[src/mri_pkg.sv]
// Package with constants and types for the message interrupt request block.
package mri_pkg;

  // ----------------------------------------------------------------------
  // Register map
  // ----------------------------------------------------------------------
  localparam logic [11:0] MRI_OFF_CSR = 12'h000;
  localparam logic [11:0] MRI_OFF_CTRL = 12'h004;
  localparam logic [11:0] MRI_OFF_STATUS = 12'h008;
  localparam logic [11:0] MRI_OFF_MASK = 12'h00c;
  localparam logic [11:0] MRI_OFF_LAST = 12'h010;
  localparam logic [11:0] MRI_OFF_MSGDATA = 12'h014;

  // ----------------------------------------------------------------------
  // Control/status field layout
  // ----------------------------------------------------------------------
  localparam int MRI_CSR_PVM_BIT = 8;
  localparam int MRI_CSR_A64_BIT = 7;
  localparam int MRI_CSR_MME_LSB = 4;
  localparam int MRI_CSR_MMC_LSB = 1;
  localparam int MRI_CSR_EN_BIT = 0;
  localparam logic [2:0] MRI_MME_RESERVED = 3'h7;
  localparam logic [2:0] MRI_MME_MAX = 3'h5;
  localparam logic [2:0] MRI_MMC_REQUESTED = 3'h3;
  localparam logic MRI_PVM_CAPABLE = 1'b1;
  localparam logic MRI_A64_CAPABLE = 1'b1;
  localparam logic [15:0] MRI_CSR_RESET = 16'h0000;

  // Control register: bit0 send hot-plug/pm, bit1 system error, bit2 gie.
  localparam int MRI_CTRL_PM_BIT = 0;
  localparam int MRI_CTRL_SERR_BIT = 1;
  localparam int MRI_CTRL_GIE_BIT = 2;
  localparam logic [31:0] MRI_CTRL_RESET = 32'h0000_0004;

  // Status bits: sent, legacy assert, legacy deassert, vector clipped.
  localparam int MRI_ST_SENT = 0;
  localparam int MRI_ST_LEG_ON = 1;
  localparam int MRI_ST_LEG_OFF = 2;
  localparam int MRI_ST_CLIP = 3;
  localparam int MRI_ST_W = 4;

  localparam int MRI_MAX_VECTORS = 32;
  localparam logic [2:0] MRI_TC_ZERO = 3'h0;
  localparam logic [1:0] MRI_SRC_APP = 2'h0;
  localparam logic [1:0] MRI_SRC_PM = 2'h1;
  localparam logic [1:0] MRI_SRC_SERR = 2'h2;

  // ----------------------------------------------------------------------
  // Types
  // ----------------------------------------------------------------------
  typedef struct packed {
    logic [2:0] tc;
    logic [4:0] vector;
    logic [1:0] src;
  } mri_msg_s;

  typedef enum logic [1:0] {
    MRI_IDLE,
    MRI_SEND,
    MRI_ACK,
    MRI_WAIT_DROP
  } mri_state_e;

endpackage

[src/mri_sync.sv]
// Two-stage synchroniser for a single level from outside the clock domain.
`timescale 1ns/1ps
module mri_sync
  import mri_pkg::*;
(
  input wire logic pclk,
  input wire logic presetn,
  input wire logic d,
  output logic q
);

  logic stage1;

  always_ff @(posedge pclk or negedge presetn)
  begin
    if (!presetn)
    begin
      stage1 <= 1'b0;
      q <= 1'b0;
    end
    else
    begin
      stage1 <= d;
      q <= stage1;
    end
  end

endmodule // mri_sync

[src/mri_core.sv]
// Message interrupt request handler with APB registers and legacy status.
`timescale 1ns/1ps
module mri_core
  import mri_pkg::*;
(
  input wire logic pclk,
  input wire logic presetn,
  input wire logic psel,
  input wire logic penable,
  input wire logic pwrite,
  input wire logic [11:0] paddr,
  input wire logic [31:0] pwdata,
  output logic [31:0] prdata,
  output logic pready,
  output logic pslverr,
  input wire logic irq_msg_req,
  input wire logic [2:0] irq_msg_traffic_class,
  input wire logic [4:0] irq_msg_vector,
  input wire logic [4:0] irq_pm_vector,
  input wire logic irq_legacy_status,
  output logic irq_msg_ack,
  output logic [15:0] msg_interrupt_control_status,
  output logic msg_valid,
  output logic [31:0] msg_data,
  output logic [2:0] msg_tc,
  output logic legacy_msg_valid,
  output logic legacy_msg_assert,
  output logic irq
);

  // ----------------------------------------------------------------------
  // Register state
  // ----------------------------------------------------------------------
  logic [2:0] mme, next_mme;
  logic msi_enable, next_msi_enable;
  logic [31:0] ctrl, next_ctrl;
  logic [15:0] base_data, next_base_data;
  logic [MRI_ST_W-1:0] status, next_status;
  logic [MRI_ST_W-1:0] mask, next_mask;
  mri_msg_s last;
  logic [31:0] next_prdata;
  logic next_pready, next_pslverr, next_irq;

  // ----------------------------------------------------------------------
  // Message state
  // ----------------------------------------------------------------------
  mri_state_e state, next_state;
  mri_msg_s cur, next_cur;
  logic pm_pend, serr_pend, next_pm_pend, next_serr_pend;
  logic next_ack, next_msg_valid;
  logic [31:0] next_msg_data;
  logic [2:0] next_msg_tc;
  mri_msg_s next_last;
  logic [15:0] next_csr;
  logic leg_sync, leg_prev;
  logic next_leg_valid, next_leg_assert, clip_evt;

  logic wr_en, rd_en;
  logic [4:0] alloc_mask;
  logic [4:0] vec_clipped;

  mri_sync u_leg_sync (
    .pclk(pclk),
    .presetn(presetn),
    .d(irq_legacy_status),
    .q(leg_sync)
  );

  assign wr_en = psel && penable && pwrite && !pready;
  assign rd_en = psel && penable && !pwrite && !pready;

  // ----------------------------------------------------------------------
  // Vector allocation
  // ----------------------------------------------------------------------
  always_comb
  begin
    // Honour the allocated count; reserved codes clamp to the maximum.
    // allocated count
    case (mme)
      3'h0: alloc_mask = 5'h00;
      3'h1: alloc_mask = 5'h01;
      3'h2: alloc_mask = 5'h03;
      3'h3: alloc_mask = 5'h07;
      3'h4: alloc_mask = 5'h0f;
      default: alloc_mask = 5'h1f;
    endcase
  end

  // ----------------------------------------------------------------------
  // Register file
  // ----------------------------------------------------------------------
  always_comb
  begin
    next_mme = mme;
    next_msi_enable = msi_enable;
    next_ctrl = ctrl;
    next_base_data = base_data;
    next_mask = mask;
    next_prdata = 32'h0000_0000;
    next_pready = 1'b0;
    next_pslverr = 1'b0;
    next_status = status;
    if (psel && penable && !pready)
    begin
      next_pready = 1'b1;
    end
    if (wr_en)
    begin
      unique case (paddr)
        MRI_OFF_CSR:
        begin
          // Reserved allocation code is ignored, keeping the old value.
          // software write
          if (pwdata[MRI_CSR_MME_LSB +: 3] != MRI_MME_RESERVED)
          begin
            next_mme = pwdata[MRI_CSR_MME_LSB +: 3];
          end
          next_msi_enable = pwdata[MRI_CSR_EN_BIT];
        end
        MRI_OFF_CTRL: next_ctrl = pwdata;
        MRI_OFF_STATUS: next_status = status & ~pwdata[MRI_ST_W-1:0];
        MRI_OFF_MASK: next_mask = pwdata[MRI_ST_W-1:0];
        MRI_OFF_MSGDATA: next_base_data = pwdata[15:0];
        MRI_OFF_LAST: next_pslverr = 1'b1;
        default: next_pslverr = 1'b1;
      endcase
    end
    if (rd_en)
    begin
      unique case (paddr)
        MRI_OFF_CSR: next_prdata = {16'h0000, msg_interrupt_control_status};
        MRI_OFF_CTRL: next_prdata = ctrl;
        MRI_OFF_STATUS: next_prdata = {28'h0000_000, status};
        MRI_OFF_MASK: next_prdata = {28'h0000_000, mask};
        MRI_OFF_LAST: next_prdata = {22'h00_0000, last};
        MRI_OFF_MSGDATA: next_prdata = {16'h0000, base_data};
        default: next_pslverr = 1'b1;
      endcase
    end
    // Hardware events win over a simultaneous write-one clear.
    if (msg_valid)
    begin
      next_status[MRI_ST_SENT] = 1'b1;
    end
    if (leg_sync && !leg_prev)
    begin
      next_status[MRI_ST_LEG_ON] = 1'b1;
    end
    if (!leg_sync && leg_prev)
    begin
      next_status[MRI_ST_LEG_OFF] = 1'b1;
    end
    if (clip_evt)
    begin
      next_status[MRI_ST_CLIP] = 1'b1;
    end
    next_irq = |(next_status & mask);
  end

  always_ff @(posedge pclk or negedge presetn)
  begin
    if (!presetn)
    begin
      mme <= MRI_CSR_RESET[MRI_CSR_MME_LSB +: 3];
      msi_enable <= MRI_CSR_RESET[MRI_CSR_EN_BIT];
      ctrl <= MRI_CTRL_RESET;
      base_data <= 16'h0000;
      status <= '0;
      mask <= '0;
      prdata <= 32'h0000_0000;
      pready <= 1'b0;
      pslverr <= 1'b0;
      irq <= 1'b0;
    end
    else
    begin
      mme <= next_mme;
      msi_enable <= next_msi_enable;
      ctrl <= next_ctrl;
      base_data <= next_base_data;
      status <= next_status;
      mask <= next_mask;
      prdata <= next_prdata;
      pready <= next_pready;
      pslverr <= next_pslverr;
      irq <= next_irq;
    end
  end

  // ----------------------------------------------------------------------
  // Message request handshake
  // ----------------------------------------------------------------------
  always_comb
  begin
    next_state = state;
    next_cur = cur;
    next_ack = 1'b0;
    next_msg_valid = 1'b0;
    next_msg_data = msg_data;
    next_msg_tc = msg_tc;
    next_last = last;
    next_pm_pend = pm_pend;
    next_serr_pend = serr_pend;
    clip_evt = 1'b0;
    vec_clipped = irq_msg_vector & alloc_mask;
    unique case (state)
      MRI_IDLE:
      begin
        // Internal sources go first; they are rare and time critical.
        if (serr_pend && msi_enable)
        begin
          next_cur.vector = 5'h1f & alloc_mask;
          next_cur.tc = MRI_TC_ZERO;
          next_cur.src = MRI_SRC_SERR;
          next_serr_pend = 1'b0;
          next_state = MRI_SEND;
        end
        else if (pm_pend && msi_enable)
        begin
          next_cur.vector = irq_pm_vector & alloc_mask;
          next_cur.tc = MRI_TC_ZERO;
          next_cur.src = MRI_SRC_PM;
          next_pm_pend = 1'b0;
          next_state = MRI_SEND;
        end
        else if (irq_msg_req && msi_enable && ctrl[MRI_CTRL_GIE_BIT])
        begin
          // vector offset, masked to the allocated vector count
          next_cur.vector = vec_clipped;
          next_cur.tc = irq_msg_traffic_class;
          next_cur.src = MRI_SRC_APP;
          clip_evt = (vec_clipped != irq_msg_vector);
          next_state = MRI_SEND;
        end
      end
      MRI_SEND:
      begin
        next_msg_valid = 1'b1;
        next_msg_data = {16'h0000, base_data | {11'h000, cur.vector}};
        next_msg_tc = cur.tc;
        next_last = cur;
        if (cur.src == MRI_SRC_APP)
        begin
          next_ack = 1'b1;
          next_state = MRI_ACK;
        end
        else
        begin
          next_state = MRI_IDLE;
        end
      end
      MRI_ACK:
      begin
        next_state = MRI_WAIT_DROP;
      end
      MRI_WAIT_DROP:
      begin
        if (!irq_msg_req)
        begin
          next_state = MRI_IDLE;
        end
      end
    endcase
    // A software pulse wins over a take in the same cycle, so none is lost.
    if (wr_en && paddr == MRI_OFF_CTRL)
    begin
      next_pm_pend = next_pm_pend | pwdata[MRI_CTRL_PM_BIT];
      next_serr_pend = next_serr_pend | pwdata[MRI_CTRL_SERR_BIT];
    end
  end

  always_ff @(posedge pclk or negedge presetn)
  begin
    if (!presetn)
    begin
      state <= MRI_IDLE;
      cur <= '0;
      irq_msg_ack <= 1'b0;
      msg_valid <= 1'b0;
      msg_data <= 32'h0000_0000;
      msg_tc <= MRI_TC_ZERO;
      last <= '0;
      pm_pend <= 1'b0;
      serr_pend <= 1'b0;
    end
    else
    begin
      state <= next_state;
      cur <= next_cur;
      irq_msg_ack <= next_ack;
      msg_valid <= next_msg_valid;
      msg_data <= next_msg_data;
      msg_tc <= next_msg_tc;
      last <= next_last;
      pm_pend <= next_pm_pend;
      serr_pend <= next_serr_pend;
    end
  end

  // ----------------------------------------------------------------------
  // Control/status export and legacy messages
  // ----------------------------------------------------------------------
  always_comb
  begin
    next_csr = 16'h0000;
    next_csr[MRI_CSR_PVM_BIT] = MRI_PVM_CAPABLE;
    next_csr[MRI_CSR_A64_BIT] = MRI_A64_CAPABLE;
    next_csr[MRI_CSR_MME_LSB +: 3] = mme;
    next_csr[MRI_CSR_MMC_LSB +: 3] = MRI_MMC_REQUESTED;
    next_csr[MRI_CSR_EN_BIT] = msi_enable;
    next_leg_valid = leg_sync ^ leg_prev;
    next_leg_assert = leg_sync;
  end

  always_ff @(posedge pclk or negedge presetn)
  begin
    if (!presetn)
    begin
      msg_interrupt_control_status <= MRI_CSR_RESET;
      leg_prev <= 1'b0;
      legacy_msg_valid <= 1'b0;
      legacy_msg_assert <= 1'b0;
    end
    else
    begin
      msg_interrupt_control_status <= next_csr;
      leg_prev <= leg_sync;
      legacy_msg_valid <= next_leg_valid;
      legacy_msg_assert <= next_leg_assert;
    end
  end

endmodule // mri_core

[config.mk]
export PLATFORM = sky130hd
export DESIGN_NAME = mri_core
export DESIGN_NICKNAME = d
export VERILOG_FILES = /design/src/mri_pkg.sv /design/src/mri_sync.sv /design/src/mri_core.sv
export SDC_FILE = /design/constraint.sdc
export NUM_CORES = 1
export LEC_CHECK = 0
export BUFFER_PORTS_ARGS = -buffer_cell sky130_fd_sc_hd__clkbuf_2
export CORE_ASPECT_RATIO = 0.7
export CORE_MARGIN = 8
export CORE_UTILIZATION = 57
export DETAILED_ROUTE_END_ITERATION = 10
export GPL_ROUTABILITY_DRIVEN = 1
export PLACE_DENSITY = 0.85
export SLEW_MARGIN = 15
export SYNTH_ARGS = -nofsm -noshare
export SYNTH_HDL_FRONTEND = slang
export SYNTH_HIERARCHICAL = 1
export SYNTH_SLANG_ARGS = --single-unit
[constraint.sdc]
create_clock -name pclk -period 4.55 [get_ports pclk]
set_input_delay 0.455 -clock pclk [delete_from_list [all_inputs] [get_ports pclk]]
set_output_delay 0.455 -clock pclk [all_outputs]
set_load 0.03 [all_outputs]
# --- After elaboration in Yosys (flattened, before gate mapping) ---
# Index checks and enable logic that the tools add are counted.
op_classes:
  addsub: 0
  mul: 0
  n_div: 0
  magnitude_cmp: 0
  eq_ne: 16
  shifts: 0
  mux: 37
  bitwise_logic: 9
  n_reduce_logical: 32
ops:
  columns: ["cell", "n"]
  rows:
  - ["one-hot mux 32 bit (6 select lines)", 1]
  - ["two-way mux 32 bit", 1]
  - ["two-way mux 10 bit", 3]
  - ["one-hot mux 5 bit (5 select lines)", 1]
  - ["== test 12 x 4 -> 1 bit (second input constant)", 2]
  - ["== test 12 x 5 -> 1 bit (second input constant)", 2]
  - ["two-way mux 1 bit", 23]
  - ["bitwise OR 16 x 5 -> 16 bit", 1]
  - ["logical AND 1 bit", 13]
  - ["== test 12 x 3 -> 1 bit (second input constant)", 1]
  - ["logical NOT 12 bit", 1]
  - ["AND reduction 2 bit", 6]
  - ["AND 5 bit", 2]
  - ["two-way mux 2 bit", 5]
  - ["AND 4 bit", 2]
  - ["two-way mux 4 bit", 2]
  - ["one-hot mux 2 bit (4 select lines)", 1]
  - ["== test 3 x 2 -> 1 bit (second input constant)", 2]
  - ["OR reduction 6 bit", 1]
  - ["inequality test 5 bit", 1]
  - ["OR reduction 5 bit", 1]
  - ["== test 2 bit (second input constant)", 2]
  - ["logical NOT 1 bit", 4]
  - ["logical NOT 2 bit", 2]
  - ["13 further kinds", 14]
totals:
  register_bits: 148
  latchBits: 0
  mem_bits_rw: 0
  mem_bits_ro: 0
  in_bits: 64
  output_inout_bits: 90
  word_cells: 121
  mem_count: 0

# --- Logic depth before layout (Yosys ltp) ---
# Gate-level depths: netlist of the first run.
depth:
  word_depth: 11
  ltp_mapped: 8
  mapped_depth_nobuf: 6

# --- By module ---
# Netlist of the first run, hierarchy kept.
by_module_without_submodules:
  columns: ["mod", "instances", "cells_each", "area_each_um2", "seq_area_each_um2"]
  rows:
  - ["mri_core", 1, 482, 6118.4, 3604.7]
  - ["mri_sync", 1, 2, 50.0, 50.0]

# --- Worst setup path before layout of the first run ---
# No wires, ideal clock.
synth_timing:
  path_kind: "input-to-reg"
  startpoint: "in paddr[8]"
  endpoint: "reg ctrl[10]"
  setup_ns: 0.127
  arrival_time_ns: 2.196
  t_required_ns: 4.423
  slack_ns: 2.227
  stages: 6
  n_path_buf: 2
  cell_sequence: "or4_4 > nor4_1 > and3_1 > buf_4 > buf_6 > mux2_1"
synth_via:
  elab_chain_cells: 2
synth_rtl:
  columns: ["element", "line_no", "rtl"]
  rows:
  - ["from (decl)", "mri_core.sv:11", "input wire logic [11:0] paddr,"]
  - ["== test 12 x 3 -> 1 bit", "mri_core.sv:109", "unique case (paddr)"]
  - ["AND reduction 2 bit (no line)", null, null]
  - ["to (signal assigned)", "mri_core.sv:179", "ctrl <= next_ctrl;"]
  - ["to (decl)", "mri_core.sv:36", "logic [31:0] ctrl, next_ctrl;"]
# No other way between the ends.
# A chain may end at the register's enable or synchronous reset.

# --- Worst setup path after layout of the first run ---
layout_timing:
  startpoint: "in paddr[8]"
  endpoint: "reg ctrl[1]"
# The elaborated chain is that of the path after synthesis.

==> impl_metrics.toml, run 1 <==
[outcome]
outcome = "finished clean"

[layout]
syn_to_final_growth_pct = 18.9
final_cells = 751
drive_above_1_share_pct = 35.9
diodes = 0
nNetsFinal = 672
post-route-util_pct = 70.3
postLayoutCellArea_um2 = 7340

[sta]
timing.fmax_mhz = 377
worst_slack_ns = 1.90
fin_skew_ns = 0.00449
period_minus_slack_ns = 2.65
slew_headroom_pct = 36.0
maxSlewViolCount = 0
tightest_slew_ns = 0.960
hold_viol = 0
hold-worst-slack_ns = 0.154
finalCritPeriodShare_pct = 58.3
grt_setup_unrepaired = "no"
fin_setup_tns_ns = 0
setup_viol = 0

[pwr]
totalPowerFinal_mw = 2.97
power_switching_mw = 0.708
leakagePower_nw = 3.84
powerDensity_nw_per_um2 = 405
p_int_mw = 2.26
combPwrFrac_pct = 8.7
peakVddDrop_v = 0.000327
clkPwrFrac_pct = 46.2
p_seq_share_pct = 45.0
p_sw_share_pct = 23.8

[drt]
drc_errors = 0
via_per_inst = 5.56
drt_wl_total_um = 14800
firstDrtPassIters = 6
antenna_left = 0
wl_per_cell_um = 19.7
routed-via-count = 4175
dr.first_iter.drc_count = 258

[setup_path]
critPathKind = "in -> reg"
worstPathMaxFanout = 34
cp_data_required_time_ns = 4.84
regToRegSetupSlack_ns = 2.05
cp-end-kind = "register"
timing.rr.start = "msi_enable$_DFFE_PN0P_"
reg2regPathDepth = 5
start_kind = "input port"
r2r-end = "irq$_DFF_PN0_"
worstPathArrival_ns = 2.94

[clock_network]
root_buffer = "clkbuf_16"
numCtsBuffers = 17
htree_levels = 4
hold_buffers = 0
post-cts-setup-buffer-count = 0
ctsLongestPathBuffers = 2
clock_sinks = 146
clk_pin_slew_ns = 0.06
clk_latency_ns = 0.41
cts_tree = "built"
post_cts_resized = 0

[synthesis]
yosysSeqAreaShare_pct = 59.2
yosys_most_used_dff = "dfrtp_1"
netlist.area_leader.share_pct = 58.8
synth_top_cell_by_area = "dfrtp_1"
ys_seq_elements = 146
syn_area_um2 = 6170
synth_cells = 484
yosysUniqueCellTypes = 57
yosys_warnings = 6
avgSynthCellArea_um2 = 12.7
synthTopCellsByArea = "dfrtp_1, mux2_2, mux2_1"
async_flop_share_pct = 100
synth_enable_flop_cells = 0

[hold_path]
hp-start = "irq_legacy_status"
min_to = "u_leg_sync/stage1$_DFF_PN0_"
hold_path_class = "in -> reg"
holdPathStages = 1

[placed_design]
dpl_cell_area_um2 = 6750
hpwl_um = 10500
portBuffers = 129
place_inst = 719
place.gp.congestion = 0.834
dp_slack_ns = 1.51

[floorplan]
rows = 31
die_w_um = 140
core_area_um2 = 10400
start_util_pct = 59.1
ios = 154
die_area_um2 = 14500
die_h_um = 103

[global_route]
grt_pass1_wl_um = 23000
grt_max_degree = 112
grt.total_usage_pct = 21.0
antenna_found_initial = 0
grt.overflow.total = 0
grt_pass1_vias = 4324

[run]
maxCapViolCount = 0
==> worst max-delay path, stage by stage <==
cell	delay (ns)
clkbuf_2	0.09
or4_4	0.55
nor4_1	0.52
and3_2	0.88
mux2_2	0.43
==> worst max path at each step <==
stage | from | slack, ns | endpoint | depth (start not counted)
3_5_place_dp | paddr[8] | 1.51 | ctrl[4]$_DFFE_PN0P_ | 5
3_3_place_gp | paddr[8] | 1.56 | ctrl[1]$_DFFE_PN0P_ | 5
6_report | paddr[8] | 1.90 | ctrl[1]$_DFFE_PN0P_ | 5
5_1_grt | paddr[8] | 1.73 | ctrl[1]$_DFFE_PN0P_ | 5
2_1_floorplan | paddr[8] | 2.23 | ctrl[10]$_DFFE_PN0P_ | 6
4_1_cts | paddr[8] | 1.94 | ctrl[1]$_DFFE_PN0P_ | 5
==> kinds of logic after synthesis <==
family	count (synthesis)	synth area share [%]
AO/OA/AOI/OAI	67	7.36
flip-flops	146	59.2
adder cells (fa/ha/maj)	2	0.406
other	2	0.122
buffers and inverters	65	6.47
AND/OR/NAND/NOR	112	9.98
multiplexers	90	16.4
==> synth_stat cells, types with 6 or more instances <==
master,count
o21ai_0,17
mux2_1,27
dfrtp_1,145
nor3_1,7
nand2_1,27
a21oi_1,13
mux2_2,48
inv_1,13
and2_1,16
nor2_1,25
buf_4,31
mux2i_1,13
clkbuf_1,13
nor2b_1,6
==> cell usage in the layout, fill, tap and decap left out, types with 5 or more instances in the layout <==
cell type    n
clkbuf_2   128
mux2_1      27
nor2_1      25
mux2i_1     13
a21oi_1     13
dfrtp_1    145
o21ai_0     17
and2_1      16
mux2_2      48
inv_1       13
clkbuf_16   17
a2bb2oi_1    5
conb_1      25
nand2_1     27
nor2b_1      6
nor3_1       7
==> power by group through the flow <==
| stage | Combinational [mW] | Clock (mW) | Sequential, mW |
|---|---|---|---|
| after floorplan | 0.149 | 0 | 1.38 |
| after global placement | 0.250 | 0 | 1.36 |
| after detailed placement | 0.258 | 0 | 1.36 |
| after CTS | 0.260 | 1.39 | 1.34 |
| after global routing | 0.280 | 1.45 | 1.34 |
| final | 0.259 | 1.37 | 1.34 |
==> metal layers <==
| layer | track usage, % | routed length, um | vias up |
|---|---|---|---|
| met5 | 0 | 0 | - |
| met4 | 7.06 | 138 | 0 |
| met3 | 6.66 | 1360 | 16 |
| met2 | 33.6 | 6890 | 184 |
| met1 | 26.9 | 6430 | 2085 |
| li1 | - | - | 1890 |
==> flip-flops by register name (all words and copies together), names as in the netlist, 3 cells and up, named ones only <==
signal,cells
ctrl,32
prdata,32
base_data,16
msg_data,16
cur,10
last,10
msg_interrupt_control_status,5
mask,4
status,4
mme,3
==> layout make-up <==
type	count	area, um^2
tap	132	165
timing repair buffer	132	674
inverter	13	48.8
clock buffer	23	488
fill	714	3100
clock inverter	9	104
sequential	146	3650
multi-input combinational	296	2200
(Power assumes the default switching activity.)
==> run 2, diff against run 1 <==
--- a/config.mk
+++ b/config.mk
@@ -5,13 +5,14 @@
 export SDC_FILE = /design/constraint.sdc
 export NUM_CORES = 1
 export LEC_CHECK = 0
+export ABC_AREA = 1
 export BUFFER_PORTS_ARGS = -buffer_cell sky130_fd_sc_hd__clkbuf_2
 export CORE_ASPECT_RATIO = 0.7
 export CORE_MARGIN = 8
-export CORE_UTILIZATION = 57
+export CORE_UTILIZATION = 48
 export DETAILED_ROUTE_END_ITERATION = 10
 export GPL_ROUTABILITY_DRIVEN = 1
-export PLACE_DENSITY = 0.85
+export PLACE_DENSITY = 0.76
 export SLEW_MARGIN = 15
 export SYNTH_ARGS = -nofsm -noshare
 export SYNTH_HDL_FRONTEND = slang
==> constraint.sdc (replaced) <==
create_clock -name pclk -period 2.4 [get_ports pclk]
set_input_delay 0.24 -clock pclk [delete_from_list [all_inputs] [get_ports pclk]]
set_output_delay 0.24 -clock pclk [all_outputs]
set_load 0.03 [all_outputs]
==> impl_metrics.toml, run 2 <==
[setup_path]
timing.rr.start = "ctrl[2]$_DFFE_PN1P_"
cp_data_required_time_ns = 2.71
regToRegSetupSlack_ns = 0.55
critPathLaunch = "ctrl[2]$_DFFE_PN1P_"
critPathKind = "reg -> reg"
worstPathMaxFanout = 14
reg2regPathDepth = 6
start_kind = "register"
cp-end-kind = "register"
worstPathArrival_ns = 2.16

[placed_design]
place.gp.congestion = 0.822
dpl_cell_area_um2 = 6970
portBuffers = 129
dp_slack_ns = 0.372
hpwl_um = 11400
place_inst = 974

[floorplan]
start_util_pct = 48.5
core_area_um2 = 13000
rows = 35
ios = 154
die_h_um = 112
die_w_um = 153
die_area_um2 = 17100

[synthesis]
synth_top_cell_by_area = "dfrtp_1"
netlist.area_leader.share_pct = 57.5
synth_enable_flop_cells = 0
synth_cells = 701
yosysSeqAreaShare_pct = 58.0
avgSynthCellArea_um2 = 9.00
syn_area_um2 = 6310
async_flop_share_pct = 100
post-synth-top-count-cell = "nand2_1"
yosys_most_used_dff = "dfrtp_1"
yosysUniqueCellTypes = 37
yosys_warnings = 6
synthTopCellsByArea = "dfrtp_1, nand2_1, nand3_1"
ys_seq_elements = 146
synth_common_cells = "nand2_1, dfrtp_1, inv_1, nor2_1, nand3_1"

[global_route]
grt.total_usage_pct = 19.2
grt_max_degree = 66
grt_pass1_wl_um = 26100
grt_pass1_vias = 4982
grt.overflow.total = 0
antenna_found_initial = 0

[drt]
met2_length_um = 7120
drt_wl_total_um = 15900
top_layer_used = "met4"
firstDrtPassIters = 5
routed-via-count = 5002
via_per_inst = 4.97
antenna_left = 0
wl_met1_um = 7400
met3_length_um = 1170
drc_errors = 0
wl_per_cell_um = 15.8
dr.first_iter.drc_count = 398

[sta]
hold_viol = 0
timing.fmax_mhz = 539
grt_setup_unrepaired = "no"
maxSlewViolCount = 0
finalCritPeriodShare_pct = 77.3
slew_headroom_pct = 58.9
fin_skew_ns = 0.0113
period_minus_slack_ns = 1.85
fin_setup_tns_ns = 0
tightest_slew_ns = 0.615
setup_viol = 0
worst_slack_ns = 0.545

[layout]
diodes = 0
final_cell_mix = "nand2_1, dfrtp_1, clkbuf_2"
reg.largest.list = "ctrl: 32 flops, prdata: 32 flops"
final_common_cell = "nand2_1"
post-route-util_pct = 58.5
drive_above_1_share_pct = 24.5
syn_to_final_growth_pct = 20.8
postLayoutCellArea_um2 = 7610
nNetsFinal = 895
final_cells = 1006

[pwr]
p_seq_share_pct = 42.6
p_int_mw = 4.58
combPwrFrac_pct = 12.4
clkPwrFrac_pct = 45.0
powerDensity_nw_per_um2 = 815
power_switching_mw = 1.63
leakagePower_nw = 4.09
peakVddDrop_v = 0.000510
p_sw_share_pct = 26.2

[clock_network]
root_buffer = "clkbuf_16"
clock_sinks = 146
cts_tree = "built"
post_cts_resized = 0
htree_levels = 4
ctsLongestPathBuffers = 2
numCtsBuffers = 17
clk_latency_ns = 0.42
clk_pin_slew_ns = 0.06

[hold_path]
hp-start = "irq_msg_traffic_class[0]"
hold_path_class = "in -> reg"
holdPathStages = 3

[run]
maxCapViolCount = 0

[outcome]
outcome = "finished clean"
## run 2: kinds of logic after synthesis
logic type | Yosys count | synth area share [%]
buffers and inverters | 112 | 9.42
adders and majority gates | 2 | 0.397
other | 2 | 0.119
muxes | 1 | 0.179
and+or+nand+nor | 343 | 24.0
AOI/OAI and AO/OA | 95 | 7.96
DFF | 146 | 58.0
## run 2: cell type report
cell class / instances / area, um^2
clock buffer: 20 / 467
clock inverter: 10 / 158
fill: 1128 / 5390
inverter: 58 / 220
multi-input combinational: 466 / 2140
sequential: 146 / 3650
tap: 166 / 208
timing repair buffer: 140 / 764
## run 2: per-layer routing
metal / global-route usage [%] / up-vias
met5: 0 / -
met4: 5.91 / 0
met3: 5.53 / 18
met2: 28.6 / 190
met1: 26.6 / 2373
li1: - / 2421
## run 2: worst max-delay path: stages, from the launching register on
cell	delay, ns
dfstp_2	0.58
nand3_1	0.12
nand3_1	0.09
nand2_1	0.07
nor2_1	0.31
inv_1	0.28
o31ai_1	0.31
## run 2: worst paths after layout
check | endpoint
hold reg to reg | u_leg_sync/q$_DFF_PN0_
hold / removal | cur[7]$_DFFE_PN0P_
setup reg to reg | cur[6]$_DFFE_PN0P_
setup / recovery | cur[6]$_DFFE_PN0P_
min in group asynchronous | prdata[7]$_DFF_PN0_
max in group asynchronous | ctrl[2]$_DFFE_PN1P_
## run 2: repair_timing
item,in CTS,in global routing
hold endpoints to repair,64,0
endpoints found under the setup margin,0,0
setup buffers,0,0
hold buffers,2,0
## run 2: power by group through the flow
stage               sequential, mW  combinational (mW)  clock [mW]
floorplan                     2.75               0.462           0
global placement              2.68               0.767           0
detailed placement            2.69               0.767           0
CTS                           2.64               0.774        2.83
global route                  2.66               0.851        2.93
finish                        2.64               0.768        2.80
## run 2: per-stage QoR
stage | power [mW] | hold slack (ns)
finish | 6.21 | 0.0408
global route | 6.45 | 0.0512
CTS | 6.25 | 0.0323
detailed placement | 3.45 | 0.277
global placement | 3.45 | 0.278
floorplan | 3.21 | -0.0556
